$ cat src/mcju_consts.svh
// constants for the microcore conditional jump unit
// Operation
// - control-bit relative jump taken when selected bit matches polarity
// - relative target is the jump instruction address plus offset
// - offset is 5-bit two's complement, reach -16 to 15
// - control bit selector 0000 picks bit 0, 1111 picks bit 15
// - control bit tested in one of the four microcore control registers, picked by the cfg register
// - polarity 0 true on zero bit, polarity 1 true on one bit
// - absolute feedback jump loads counter from selected jump register
// - jump register operand picks one register; any code address reachable
// - relative feedback jump goes to instruction address plus offset
// - feedback codes 0-9 alternate high-side vds and source, drivers 1-5
// - feedback codes 10-15 pick low-side vds feedback of drivers 1-6
// - absolute feedback jump encoding 001110, sel, pol, jreg, 0100
// - relative feedback jump encoding 000101, sel, pol, offset
`ifndef MCJU_CONSTS_SVH
`define MCJU_CONSTS_SVH

`define MCJU_PC_W        10
`define MCJU_DATA_W      16
`define MCJU_PADDR_W     12
`define MCJU_IDX_W       10
`define MCJU_IDX_CFG     10'h000
`define MCJU_IDX_PC      10'h001
`define MCJU_IDX_UC0     10'h101
`define MCJU_IDX_UC1     10'h102
`define MCJU_IDX_UC0B    10'h121
`define MCJU_IDX_UC1B    10'h122
`define MCJU_CTRL_RST    16'h0000
`define MCJU_PC_RST      10'h000
`define MCJU_CFG_RST     2'h0
`define MCJU_PC_STEP     10'h001
`define MCJU_OP_HI       15
`define MCJU_OP_LO       10
`define MCJU_OP_FBF      6'h0E
`define MCJU_OP_FBR      6'h05
`define MCJU_OP_CRR      6'h08
`define MCJU_FBF_TAIL    4'h4
`define MCJU_OFS_HI      4
`define MCJU_OFS_LO      0
`define MCJU_FB_SEL_HI   9
`define MCJU_FB_SEL_LO   6
`define MCJU_FB_POL      5
`define MCJU_FB_JREG     4
`define MCJU_CR_POL      9
`define MCJU_CR_SEL_HI   8
`define MCJU_CR_SEL_LO   5
`define MCJU_TAIL_HI     3
`define MCJU_TAIL_LO     0

`endif

$ cat src/mcju_pkg.sv
// types for the microcore conditional jump unit
`include "mcju_consts.svh"
package mcju_pkg;
    typedef logic [`MCJU_PC_W-1:0]    mcju_pc_t;
    typedef logic [`MCJU_DATA_W-1:0]  mcju_word_t;
    typedef logic [`MCJU_PADDR_W-1:0] mcju_addr_t;
    typedef enum logic [1:0] {
        MCJU_KIND_NONE = 2'b00,
        MCJU_KIND_CRR  = 2'b01,
        MCJU_KIND_FBF  = 2'b10,
        MCJU_KIND_FBR  = 2'b11
    } mcju_kind_t;
endpackage

$ cat src/mcju_if.sv
// decoded fields and results passed between the jump unit modules
`timescale 1ns/1ps
interface mcju_if;
    import mcju_pkg::*;
    mcju_kind_t kind;
    mcju_word_t ctrl_word;
    mcju_word_t feedback;
    logic [3:0] selector;
    logic       polarity;
    logic [4:0] offset;
    logic       jreg_idx;
    mcju_pc_t   jreg0;
    mcju_pc_t   jreg1;
    mcju_pc_t   instr_addr;
    logic       cond_met;
    mcju_pc_t   target;
    modport top  (output kind, ctrl_word, feedback, selector, polarity, offset, jreg_idx,
                  jreg0, jreg1, instr_addr, input cond_met, target);
    modport cond (input kind, ctrl_word, feedback, selector, polarity, output cond_met);
    modport tgt  (input kind, offset, jreg_idx, jreg0, jreg1, instr_addr, output target);
endinterface

$ cat src/mcju_cond.sv
// condition evaluation: bit selection and polarity match
`timescale 1ns/1ps
module mcju_cond (
    mcju_if.cond dec
);
    import mcju_pkg::*;
    logic sel_bit;
    always_comb begin
        if (dec.kind == MCJU_KIND_CRR) begin
            sel_bit = dec.ctrl_word[dec.selector];
        end else begin
            sel_bit = dec.feedback[dec.selector];
        end
    end
    assign dec.cond_met = (dec.kind != MCJU_KIND_NONE) && (sel_bit == dec.polarity);
endmodule // mcju_cond

$ cat src/mcju_target.sv
// jump destination: jump register or instruction address plus offset
`timescale 1ns/1ps
module mcju_target (
    mcju_if.tgt dec
);
    import mcju_pkg::*;
    mcju_pc_t ofs_ext;
    assign ofs_ext = {{(`MCJU_PC_W-5){dec.offset[4]}}, dec.offset};
    always_comb begin
        if (dec.kind == MCJU_KIND_FBF) begin
            dec.target = dec.jreg_idx ? dec.jreg1 : dec.jreg0;
        end else begin
            dec.target = dec.instr_addr + ofs_ext;
        end
    end
endmodule // mcju_target

$ cat src/mcju_top.sv
// conditional jump unit top: decode, program counter and apb registers
//
// Register access over APB is this design's own decision.
`timescale 1ns/1ps
module mcju_top (
    input  wire logic               core_clk,
    input  wire logic               rst,
    input  wire logic               psel,
    input  wire logic               penable,
    input  wire logic               pwrite,
    input  wire mcju_pkg::mcju_addr_t paddr,
    input  wire logic [31:0]        pwdata,
    output logic [31:0]             prdata,
    output logic                    pready,
    output logic                    pslverr,
    input  wire logic               instr_valid,
    input  wire mcju_pkg::mcju_word_t instr_word,
    input  wire mcju_pkg::mcju_word_t predriver_feedback,
    input  wire mcju_pkg::mcju_pc_t jump_register_set0,
    input  wire mcju_pkg::mcju_pc_t jump_register_set1,
    output mcju_pkg::mcju_pc_t      micro_program_counter,
    output logic                    jump_taken
);
    import mcju_pkg::*;

    mcju_if dec ();

    mcju_word_t ctrl_reg [4];
    mcju_word_t ctrl_next [4];
    logic [1:0] cfg_reg;
    logic [1:0] cfg_next;
    mcju_pc_t   pc_reg;
    mcju_pc_t   pc_next;
    logic       taken_reg;
    logic       taken_next;
    logic [31:0] prdata_reg;
    logic [31:0] prdata_next;
    logic       pready_reg;
    logic       pready_next;
    logic       pslverr_reg;
    logic       pslverr_next;

    logic [`MCJU_IDX_W-1:0] idx;
    logic       aligned;
    logic       setup;
    logic       wr_do;
    logic       hit_cfg;
    logic       hit_pc;
    logic [3:0] hit_ctrl;
    logic       mapped;
    logic [`MCJU_IDX_W-1:0] ctrl_idx [4];
    logic [5:0] opcode;

    assign ctrl_idx[0] = `MCJU_IDX_UC0;
    assign ctrl_idx[1] = `MCJU_IDX_UC1;
    assign ctrl_idx[2] = `MCJU_IDX_UC0B;
    assign ctrl_idx[3] = `MCJU_IDX_UC1B;

    // bus decode
    assign idx     = paddr[`MCJU_PADDR_W-1:2];
    assign aligned = (paddr[1:0] == 2'h0);
    assign setup   = psel && !penable;
    assign wr_do   = psel && penable && pready_reg && pwrite && !pslverr_reg;
    assign hit_cfg = aligned && (idx == `MCJU_IDX_CFG);
    assign hit_pc  = aligned && (idx == `MCJU_IDX_PC);

    genvar gi;
    generate
        for (gi = 0; gi < 4; gi++) begin : g_ctrl
            assign hit_ctrl[gi] = aligned && (idx == ctrl_idx[gi]);
            always_comb begin
                ctrl_next[gi] = ctrl_reg[gi];
                if (wr_do && hit_ctrl[gi]) begin
                    ctrl_next[gi] = pwdata[`MCJU_DATA_W-1:0];
                end
            end
            always_ff @(posedge core_clk) begin
                if (rst) begin
                    ctrl_reg[gi] <= `MCJU_CTRL_RST;
                end else begin
                    ctrl_reg[gi] <= ctrl_next[gi];
                end
            end
        end
    endgenerate

    assign mapped = hit_cfg || hit_pc || (|hit_ctrl);

    // apb answer, zero wait states
    always_comb begin
        pready_next  = 1'b0;
        pslverr_next = 1'b0;
        prdata_next  = 32'h0000_0000;
        cfg_next     = cfg_reg;
        if (setup) begin
            pready_next  = 1'b1;
            pslverr_next = !mapped;
            if (!pwrite) begin
                if (hit_cfg) begin
                    prdata_next = {30'h0000_0000, cfg_reg};
                end else if (hit_pc) begin
                    prdata_next = {22'h00_0000, pc_reg};
                end else begin
                    for (int i = 0; i < 4; i++) begin
                        if (hit_ctrl[i]) begin
                            prdata_next = {16'h0000, ctrl_reg[i]};
                        end
                    end
                end
            end
        end
        if (wr_do && hit_cfg) begin
            cfg_next = pwdata[1:0];
        end
    end

    always_ff @(posedge core_clk) begin
        if (rst) begin
            pready_reg  <= 1'b0;
            pslverr_reg <= 1'b0;
            prdata_reg  <= 32'h0000_0000;
            cfg_reg     <= `MCJU_CFG_RST;
        end else begin
            pready_reg  <= pready_next;
            pslverr_reg <= pslverr_next;
            prdata_reg  <= prdata_next;
            cfg_reg     <= cfg_next;
        end
    end

    // instruction decode
    assign opcode = instr_word[`MCJU_OP_HI:`MCJU_OP_LO];
    always_comb begin
        dec.kind     = MCJU_KIND_NONE;
        dec.selector = instr_word[`MCJU_FB_SEL_HI:`MCJU_FB_SEL_LO];
        dec.polarity = instr_word[`MCJU_FB_POL];
        if (instr_valid) begin
            if (opcode == `MCJU_OP_FBF
                && instr_word[`MCJU_TAIL_HI:`MCJU_TAIL_LO] == `MCJU_FBF_TAIL) begin
                dec.kind = MCJU_KIND_FBF;
            end else if (opcode == `MCJU_OP_FBR) begin
                dec.kind = MCJU_KIND_FBR;
            end else if (opcode == `MCJU_OP_CRR) begin
                dec.kind     = MCJU_KIND_CRR;
                dec.selector = instr_word[`MCJU_CR_SEL_HI:`MCJU_CR_SEL_LO];
                dec.polarity = instr_word[`MCJU_CR_POL];
            end
        end
    end

    assign dec.ctrl_word  = ctrl_reg[cfg_reg];
    assign dec.feedback   = predriver_feedback;
    assign dec.offset     = instr_word[`MCJU_OFS_HI:`MCJU_OFS_LO];
    assign dec.jreg_idx   = instr_word[`MCJU_FB_JREG];
    assign dec.jreg0      = jump_register_set0;
    assign dec.jreg1      = jump_register_set1;
    assign dec.instr_addr = pc_reg;

    mcju_cond u_cond (
        .dec (dec.cond)
    );

    mcju_target u_target (
        .dec (dec.tgt)
    );

    // program counter update
    always_comb begin
        pc_next    = pc_reg;
        taken_next = 1'b0;
        if (instr_valid) begin
            if (dec.cond_met) begin
                pc_next    = dec.target;
                taken_next = 1'b1;
            end else begin
                pc_next = pc_reg + `MCJU_PC_STEP;
            end
        end
        if (wr_do && hit_pc) begin
            pc_next = pwdata[`MCJU_PC_W-1:0];
        end
    end

    always_ff @(posedge core_clk) begin
        if (rst) begin
            pc_reg    <= `MCJU_PC_RST;
            taken_reg <= 1'b0;
        end else begin
            pc_reg    <= pc_next;
            taken_reg <= taken_next;
        end
    end

    assign micro_program_counter = pc_reg;
    assign jump_taken            = taken_reg;
    assign prdata                = prdata_reg;
    assign pready                = pready_reg;
    assign pslverr               = pslverr_reg;
endmodule // mcju_top

$ cat config.mk
export PLATFORM = sky130hd
export DESIGN_NAME = mcju_top
export DESIGN_NICKNAME = d
export VERILOG_FILES = /design/src/mcju_pkg.sv /design/src/mcju_if.sv /design/src/mcju_cond.sv /design/src/mcju_target.sv /design/src/mcju_top.sv
export VERILOG_INCLUDE_DIRS = /design/src
export SDC_FILE = /design/constraint.sdc
export NUM_CORES = 1
export LEC_CHECK = 0
export BUFFER_PORTS_ARGS = -buffer_cell sky130_fd_sc_hd__buf_2
export CORE_MARGIN = 4
export CORE_UTILIZATION = 45
export DETAILED_ROUTE_END_ITERATION = 8
export PLACE_DENSITY_LB_ADDON = 0.08
export SETUP_SLACK_MARGIN = 0.02
export SYNTH_ARGS = -nofsm -noshare
export SYNTH_HDL_FRONTEND = slang
export SYNTH_SLANG_ARGS = --single-unit
$ cat constraint.sdc
create_clock -name core_clk -period 6.8 [get_ports core_clk]
set_input_delay 1.36 -clock core_clk [delete_from_list [all_inputs] [get_ports core_clk]]
set_output_delay 1.36 -clock core_clk [all_outputs]
set_load 0.02 [all_outputs]
==> results.md, run 1 <==
- Asr flop ratio synth: 0%
- Layout area overhead: 16.08%
- CTS tree: yes
- Vias in the first global route: approximately 5300
- Hold Violations, Final: 0
- Commonest non-fill, non-tap cell in the layout: nand2_1
- Root buf cell: clkbuf_16
- #FFs+latches synth: 97
- Avg Cell Area, Syn: 8.020 µm²
- Clock share of power: 43.0%
- Detailed Place HPWL: between 10000 and 15000 µm
- Placement Setup Slack: ~1.9 ns
- Initial detailed-routing violation count: approximately 650
- Max FO, Critical Path: 13
- # hold bufs at CTS: 0
- Most frequent cells in the layout: nand2_1, buf_2, a21oi_1, dfxtp_1, nor2_1
- Switch share: between 20% and 30%
- Largest net degree at the start of global routing: 80
- First-pass GRT wire length: 27900 µm
- Design area: around 6600 µm²
- Logic gate share of total power: 9.8%
- Critical path required time: 7.05 ns
- Worst skew pair latency: approximately 0.35 ns
- Row count: 40
- Grt met1 use: 33.93%
- MaxCap Viol Count: 0
- P_int: slightly above 900 µW
- I/O pins: 147
- Synth Cell Area: about 5700 µm²
- DRC Markers: 0
- Ys Warns: 0
- Initial antenna violation count: 0
- Total global routing overflow: 0
- Psw: 292.9 µW
- Slew Limit Fails: 0
- Met2 Resource Use GR: around two fifths
- Max VDD drop: 0.0001226 V
- Nets: 910
- Crit path kind: in2reg
- Longest Clk Path Bufs: 2
- Initial Utilization: between 40% and 50%
- Max H-tree Level: 3
- Max FFs per register: between 60 and 70
- Post-synth EDFFs: 0
- Fillers: 1208
- Min-Delay Path Class: reg2reg
- Chip Height: between 100 and 150 µm
- Layout Skew: between 0.005 and 0.006 ns
- CTS Buf Count: 9
- Routed WL: ~18000 µm
- Post-CTS Resized: 0
- DRT antenna net count: 0
- IO Port Bufs: ~110
- Leak Pwr: 2.451 nW
- Routed wire per std cell: approximately 18 µm
- Fin crit share: between 60% and 70%
- Post-route setup slack: roughly 2.2 ns
- Register Area: around 1900 µm²
- Worst-margin pin slew: about 1.1 ns
- Area of the multi-input gates: ~3500 µm²
- Synth Instances: 710
- Gpl congestion: 0.8776
- Worst path arrival time: just under 5 ns
- Post-CTS setup buffer count: 0
- 1st-pass router iterations: 5
- RSZ-0062 raised after global routing: false
- Synth Flop Type: dfxtp_1
- Period minus WS final: roughly 4.6 ns
- Status: finished clean
- Die area: between 10000 and 15000 µm²
- Netlist cell types: 60
- Fmax: 219.4 MHz
- Placed cell areas: ~6300 µm²
- Crit. End Element: flop
- Die X-Extent: 120.5 µm
- Setup TNS Final: 0 ns
- Seq/Total Area, Yosys: between 30% and 40%
- GRT met3 Usage: ~4.3%
- Max-slew headroom: around a quarter
- Clk sinks: between 90 and 100
- Share of cells above drive strength 1: around a fifth
- Number of diodes: 0
- Vias: 5663
- Pwr dens: around 180 nW/µm²
- GRT Util Overall: roughly 24%
- Final setup viols: 0
- CORE AREA: 12210 µm²
- Clock slew at the register clock pins of the worst setup and hold paths: around 0.06 ns
- Startpoint types: input pin
- Gr busiest metal: met2
- Drt via density: 5.838
- Reg power frac: ~47%
cell families after synthesis:
group,Yosys count,synth area share (%)
flops,97,34.10
mux,45,11.67
xor+xnor,14,2.153
simple gates,271,21.67
buf+inv,72,6.284
compound gates,199,21.51
other cells,1,0.06586
fa+ha+maj,11,2.549
metal layers:
layer / wire, µm / vias up
met5: 0 / -
met4: 272 / 0
met3: 1512 / 24
met2: 8279 / 253
met1: 7609 / 2668
li1: - / 2718
synthesized netlist by cell type (4+ instances only):
master,count,share of area (%)
a22oi_1,13,1.7
mux4_2,16,6.3
a21oi_1,104,9.1
nor3_1,7,0.62
o21ai_0,21,1.8
a311oi_1,4,0.62
inv_1,13,0.86
nor3b_1,4,0.53
nand3_1,17,1.5
mux2_2,7,1.4
dfxtp_1,97,34
nor2b_1,7,0.77
a222oi_1,8,1.4
and2_1,4,0.44
xor2_1,10,1.5
xnor2_1,4,0.62
and3_1,9,0.99
nor4_1,7,0.77
or3_1,5,0.55
mux2i_1,21,3.7
a221oi_1,6,0.92
nand2_1,167,11
nor2_1,25,1.6
nand2b_1,4,0.44
a211oi_1,9,1.2
clkbuf_1,35,2.3
ha_1,10,2.2
buf_4,17,2.2
o22ai_1,4,0.44
worst paths after layout:
path / from / end / slack, ns / depth (start not counted)
hold / removal: cfg_reg[1]$_SDFFE_PP0P_ / prdata[1]$_SDFF_PP0_ / 0.47 / 2
hold reg to reg: cfg_reg[1]$_SDFFE_PP0P_ / prdata[1]$_SDFF_PP0_ / 0.47 / 2
setup / recovery: instr_valid / micro_program_counter[4]$_SDFFE_PP0P_ / 2.24 / 10
setup reg to reg: flop / micro_program_counter[4]$_SDFFE_PP0P_ / 3.48 / 10
metrics by stage:
stage / util [%] / instances / total power, mW / hold WS, ns
after floorplan: - / 725 / 0.6610 / 0.4315
after global placement: 51.61 / 954 / 0.7017 / 0.4526
after detailed placement: 51.61 / 954 / 0.7039 / 0.4612
after CTS: 54.13 / 970 / 1.224 / 0.4703
after global routing: 54.13 / 970 / 1.261 / 0.4866
final: 54.13 / 970 / 1.215 / 0.4655
power by group through the flow:
stage	logic (mW)	clock network, mW	registers, mW
2_1_floorplan	0.0740	0	0.587
3_3_place_gp	0.116	0	0.586
3_5_place_dp	0.118	0	0.586
4_1_cts	0.119	0.532	0.573
5_1_grt	0.132	0.557	0.573
6_report	0.119	0.523	0.573
worst max-delay path: stages:
cell	delay, ns
buf_2	0.25
nor3b_1	0.89
nand3_1	0.28
nand2_1	0.23
mux2i_1	0.29
o221ai_1	0.16
o211ai_1	0.32
mux2_4	0.43
or3_1	0.36
a311oi_1	0.21
cell type report:
type	count	area share (%)
multi-input cells	556	52.74
flip-flops and latches	97	29.38
repair buffers	120	9.313
clock buffers	12	3.880
well taps	168	3.180
clock inverters	4	0.7761
inverters	13	0.7382
No activity file was read; power rests on OpenSTA's default activity.
==> run 2: changes to the inputs <==
==> constraint.sdc (replaced) <==
create_clock -name core_clk -period 4 [get_ports core_clk]
set_input_delay 0.8 -clock core_clk [delete_from_list [all_inputs] [get_ports core_clk]]
set_output_delay 0.8 -clock core_clk [all_outputs]
set_load 0.02 [all_outputs]
==> results.md, run 2 (synthesis results as in run 1) <==
- Die area: 14520 µm² (unchanged)
- Worst R2R Setup Slack: 0.64 ns (was 3.48 ns)
- Period minus WS final: between 3 and 4 ns
- Number of diodes: 0 (unchanged)
- Hold Violations, Final: 0 (unchanged)
- Leak Pwr: 2.524 nW (was 2.451 nW)
- Nets: 927 (was 910)
- Setup TNS Final: 0 ns (unchanged)
- GRT Util Overall: 24.19% (was 24.24%)
- Clk sinks: 97 (unchanged)
- 1st-pass router iterations: 7 (was 5)
- Startpoint types: input pin (unchanged)
- Max FO, Critical Path: 6 (was 13)
- Row count: 40 (unchanged)
- Worst Hold Launch: cfg_reg[1]$_SDFFE_PP0P_ (unchanged)
- Chip Height: 120.5 µm (unchanged)
- Vias in the first global route: 5361 (was 5257)
- CORE AREA: 12210 µm² (unchanged)
- DRC Markers: 0 (unchanged)
- MaxCap Viol Count: 0 (unchanged)
- # placed instances: 971 (was 954)
- Total global routing overflow: 0 (unchanged)
- Drt via density: 5.805 (was 5.838)
- Gpl congestion: 0.8380 (was 0.8776)
- Worst Hold End: prdata[1]$_SDFF_PP0_ (unchanged)
- Min-Delay Path Class: reg2reg (unchanged)
- Most frequent cells in the layout: nand2_1, buf_2, a21oi_1, dfxtp_1, nor2_1 (unchanged)
- CTS tree: yes (unchanged)
- Critical path required time: 4.24 ns (was 7.05 ns)
- Routed WL: 17870 µm (was 17670 µm)
- Crit path kind: in2reg (unchanged)
- Initial detailed-routing violation count: 531 (was 653)
- Logic gate share of total power: 10.0% (was 9.8%)
- Longest Clk Path Bufs: 2 (unchanged)
- Worst path arrival time: 3.72 ns (was 4.81 ns)
- Final setup viols: 0 (unchanged)
- Layout area overhead: 17.67% (was 16.08%)
- Psw: 498.9 µW (was 292.9 µW)
- Initial antenna violation count: 0 (unchanged)
- Fmax: around 290 MHz
- Clock share of power: 42.1% (was 43.0%)
- Placed cell areas: 6407 µm² (was 6302 µm²)
- Status: finished clean (unchanged)
- Slew Limit Fails: 0 (unchanged)
- I/O pins: 147 (unchanged)
- Max VDD drop: 0.0002198 V (was 0.0001226 V)
- Clock slew at the register clock pins of the worst setup and hold paths: 0.07 ns (was 0.06 ns)
- Fillers: 1204 (was 1208)
- Fin crit share: roughly 87%
- Root buf cell: clkbuf_16 (unchanged)
- Layout Cells excl Fill: 986 (was 970)
- RSZ-0062 raised after global routing: false (unchanged)
- Die X-Extent: 120.5 µm (unchanged)
- First-pass GRT wire length: 27950 µm (was 27900 µm)
- P_int: 1.534 mW (was 922.4 µW)
- Endpoint of the worst-slack reg-to-reg timing path: micro_program_counter[4]$_SDFFE_PP0P_ (unchanged)
- Max FFs per register: 64 (unchanged)
- IO Port Bufs: 114 (unchanged)
- Worst-margin pin slew: 0.8662 ns (was 1.140 ns)
- Design area: 6700 µm² (was 6610 µm²)
- Post-CTS setup buffer count: 0 (unchanged)
- Switch share: 24.54% (was 24.10%)
- Layout Skew: 0.007909 ns (was 0.005823 ns)
- Reg power frac: 47.9% (was 47.2%)
- Pwr dens: 303.5 nW/µm² (was 183.9 nW/µm²)
- Routed wire per std cell: 18.12 µm (was 18.22 µm)
- Crit. End Element: flop (unchanged)
- Initial Utilization: 46.63% (unchanged)
- Commonest non-fill, non-tap cell in the layout: nand2_1 (unchanged)
- Reg2Reg Depth: 9 (was 10)
- # hold bufs at CTS: 0 (unchanged)
- Vias: 5724 (was 5663)
- Max H-tree Level: 3 (unchanged)
- Detailed Place HPWL: 12700 µm (was 12150 µm)
- Share of cells above drive strength 1: 22.25% (was 20.82%)
- DRT antenna net count: 0 (unchanged)
- Largest net degree at the start of global routing: 79 (was 80)
- CTS Buf Count: 9 (unchanged)
- Max-slew headroom: 42.25% (was 23.42%)
- Worst skew pair latency: 0.34 ns (was 0.35 ns)
- Hold depth: 2 (unchanged)
- Post-CTS Resized: 0 (unchanged)
-- run 2: changes by cell type in the layout (fill, tap and decap cells not counted), sizes merged --
cell,before,now
buf,120,137
inv,13,14
clkinvlp,1,2
clkbuf,12,9
-- run 2: worst max-delay path by stage --
| stage | startpoint | endpoint | slack [ns] | depth (start not counted) |
|---|---|---|---|---|
| after CTS | instr_word[15] | micro_program_counter[4]$_SDFFE_PP0P_ | 0.53 | 10 |
| after detailed placement | instr_word[15] | micro_program_counter[4]$_SDFFE_PP0P_ | 0.19 | 10 |
| after global routing | instr_word[15] | micro_program_counter[4]$_SDFFE_PP0P_ | 0.35 | 10 |
| after floorplan | instr_word[15] | micro_program_counter[9]$_SDFFE_PP0P_ | 0.55 | 11 |
| after global placement | instr_word[15] | micro_program_counter[4]$_SDFFE_PP0P_ | 0.29 | 10 |
| final | instr_word[15] | micro_program_counter[4]$_SDFFE_PP0P_ | 0.52 | 10 |
-- run 2: cell type report --
class,instances,area [µm²],share of cell area (%)
Inverter,13,48.80,0.7283
Multi-Input combinational cell,556,3463,51.69
Tap cell,168,210.2,3.137
Clock buffer,9,225.2,3.361
Clock inverter,6,67.56,1.008
Timing Repair Buffer,137,743.2,11.09
Sequential cell,97,1942,28.98
-- run 2: per-layer routing --
layer	part of all wire [%]	global-route usage, %	routed length, µm
met2	45	38.42	8076
met5	0	0	0
met4	1.2	5.312	213
met1	45	34.22	8027
met3	8.7	4.724	1548
-- run 2: power by group through the flow --
stage               combinational [mW]  sequential [mW]  clock (mW)
global placement                 0.198            0.996           0
CTS                              0.204            0.974       0.867
detailed placement               0.202            0.996           0
floorplan                        0.126            0.998           0
finish                           0.204            0.974       0.855
global route                     0.225            0.974       0.916
-- run 2: metrics by stage --
step / power (mW) / util, % / setup slack, ns / hold WS, ns
final: 2.033 / 54.87 / 0.5192 / 0.4668
after floorplan: 1.124 / - / 0.5512 / 0.4315
after global placement: 1.194 / 52.47 / 0.2920 / 0.4542
after global routing: 2.116 / 54.87 / 0.3508 / 0.4895
after CTS: 2.045 / 54.87 / 0.5344 / 0.4677
after detailed placement: 1.199 / 52.47 / 0.1932 / 0.4569
-- run 2: critical path, stage by stage --
cell	delay, ns
buf_2	0.11
or4b_1	0.56
o21ai_1	0.25
nand2_1	0.17
a2111oi_0	0.47
a211oi_1	0.11
o211ai_1	0.28
mux2_4	0.38
or3_1	0.36
a311oi_1	0.22
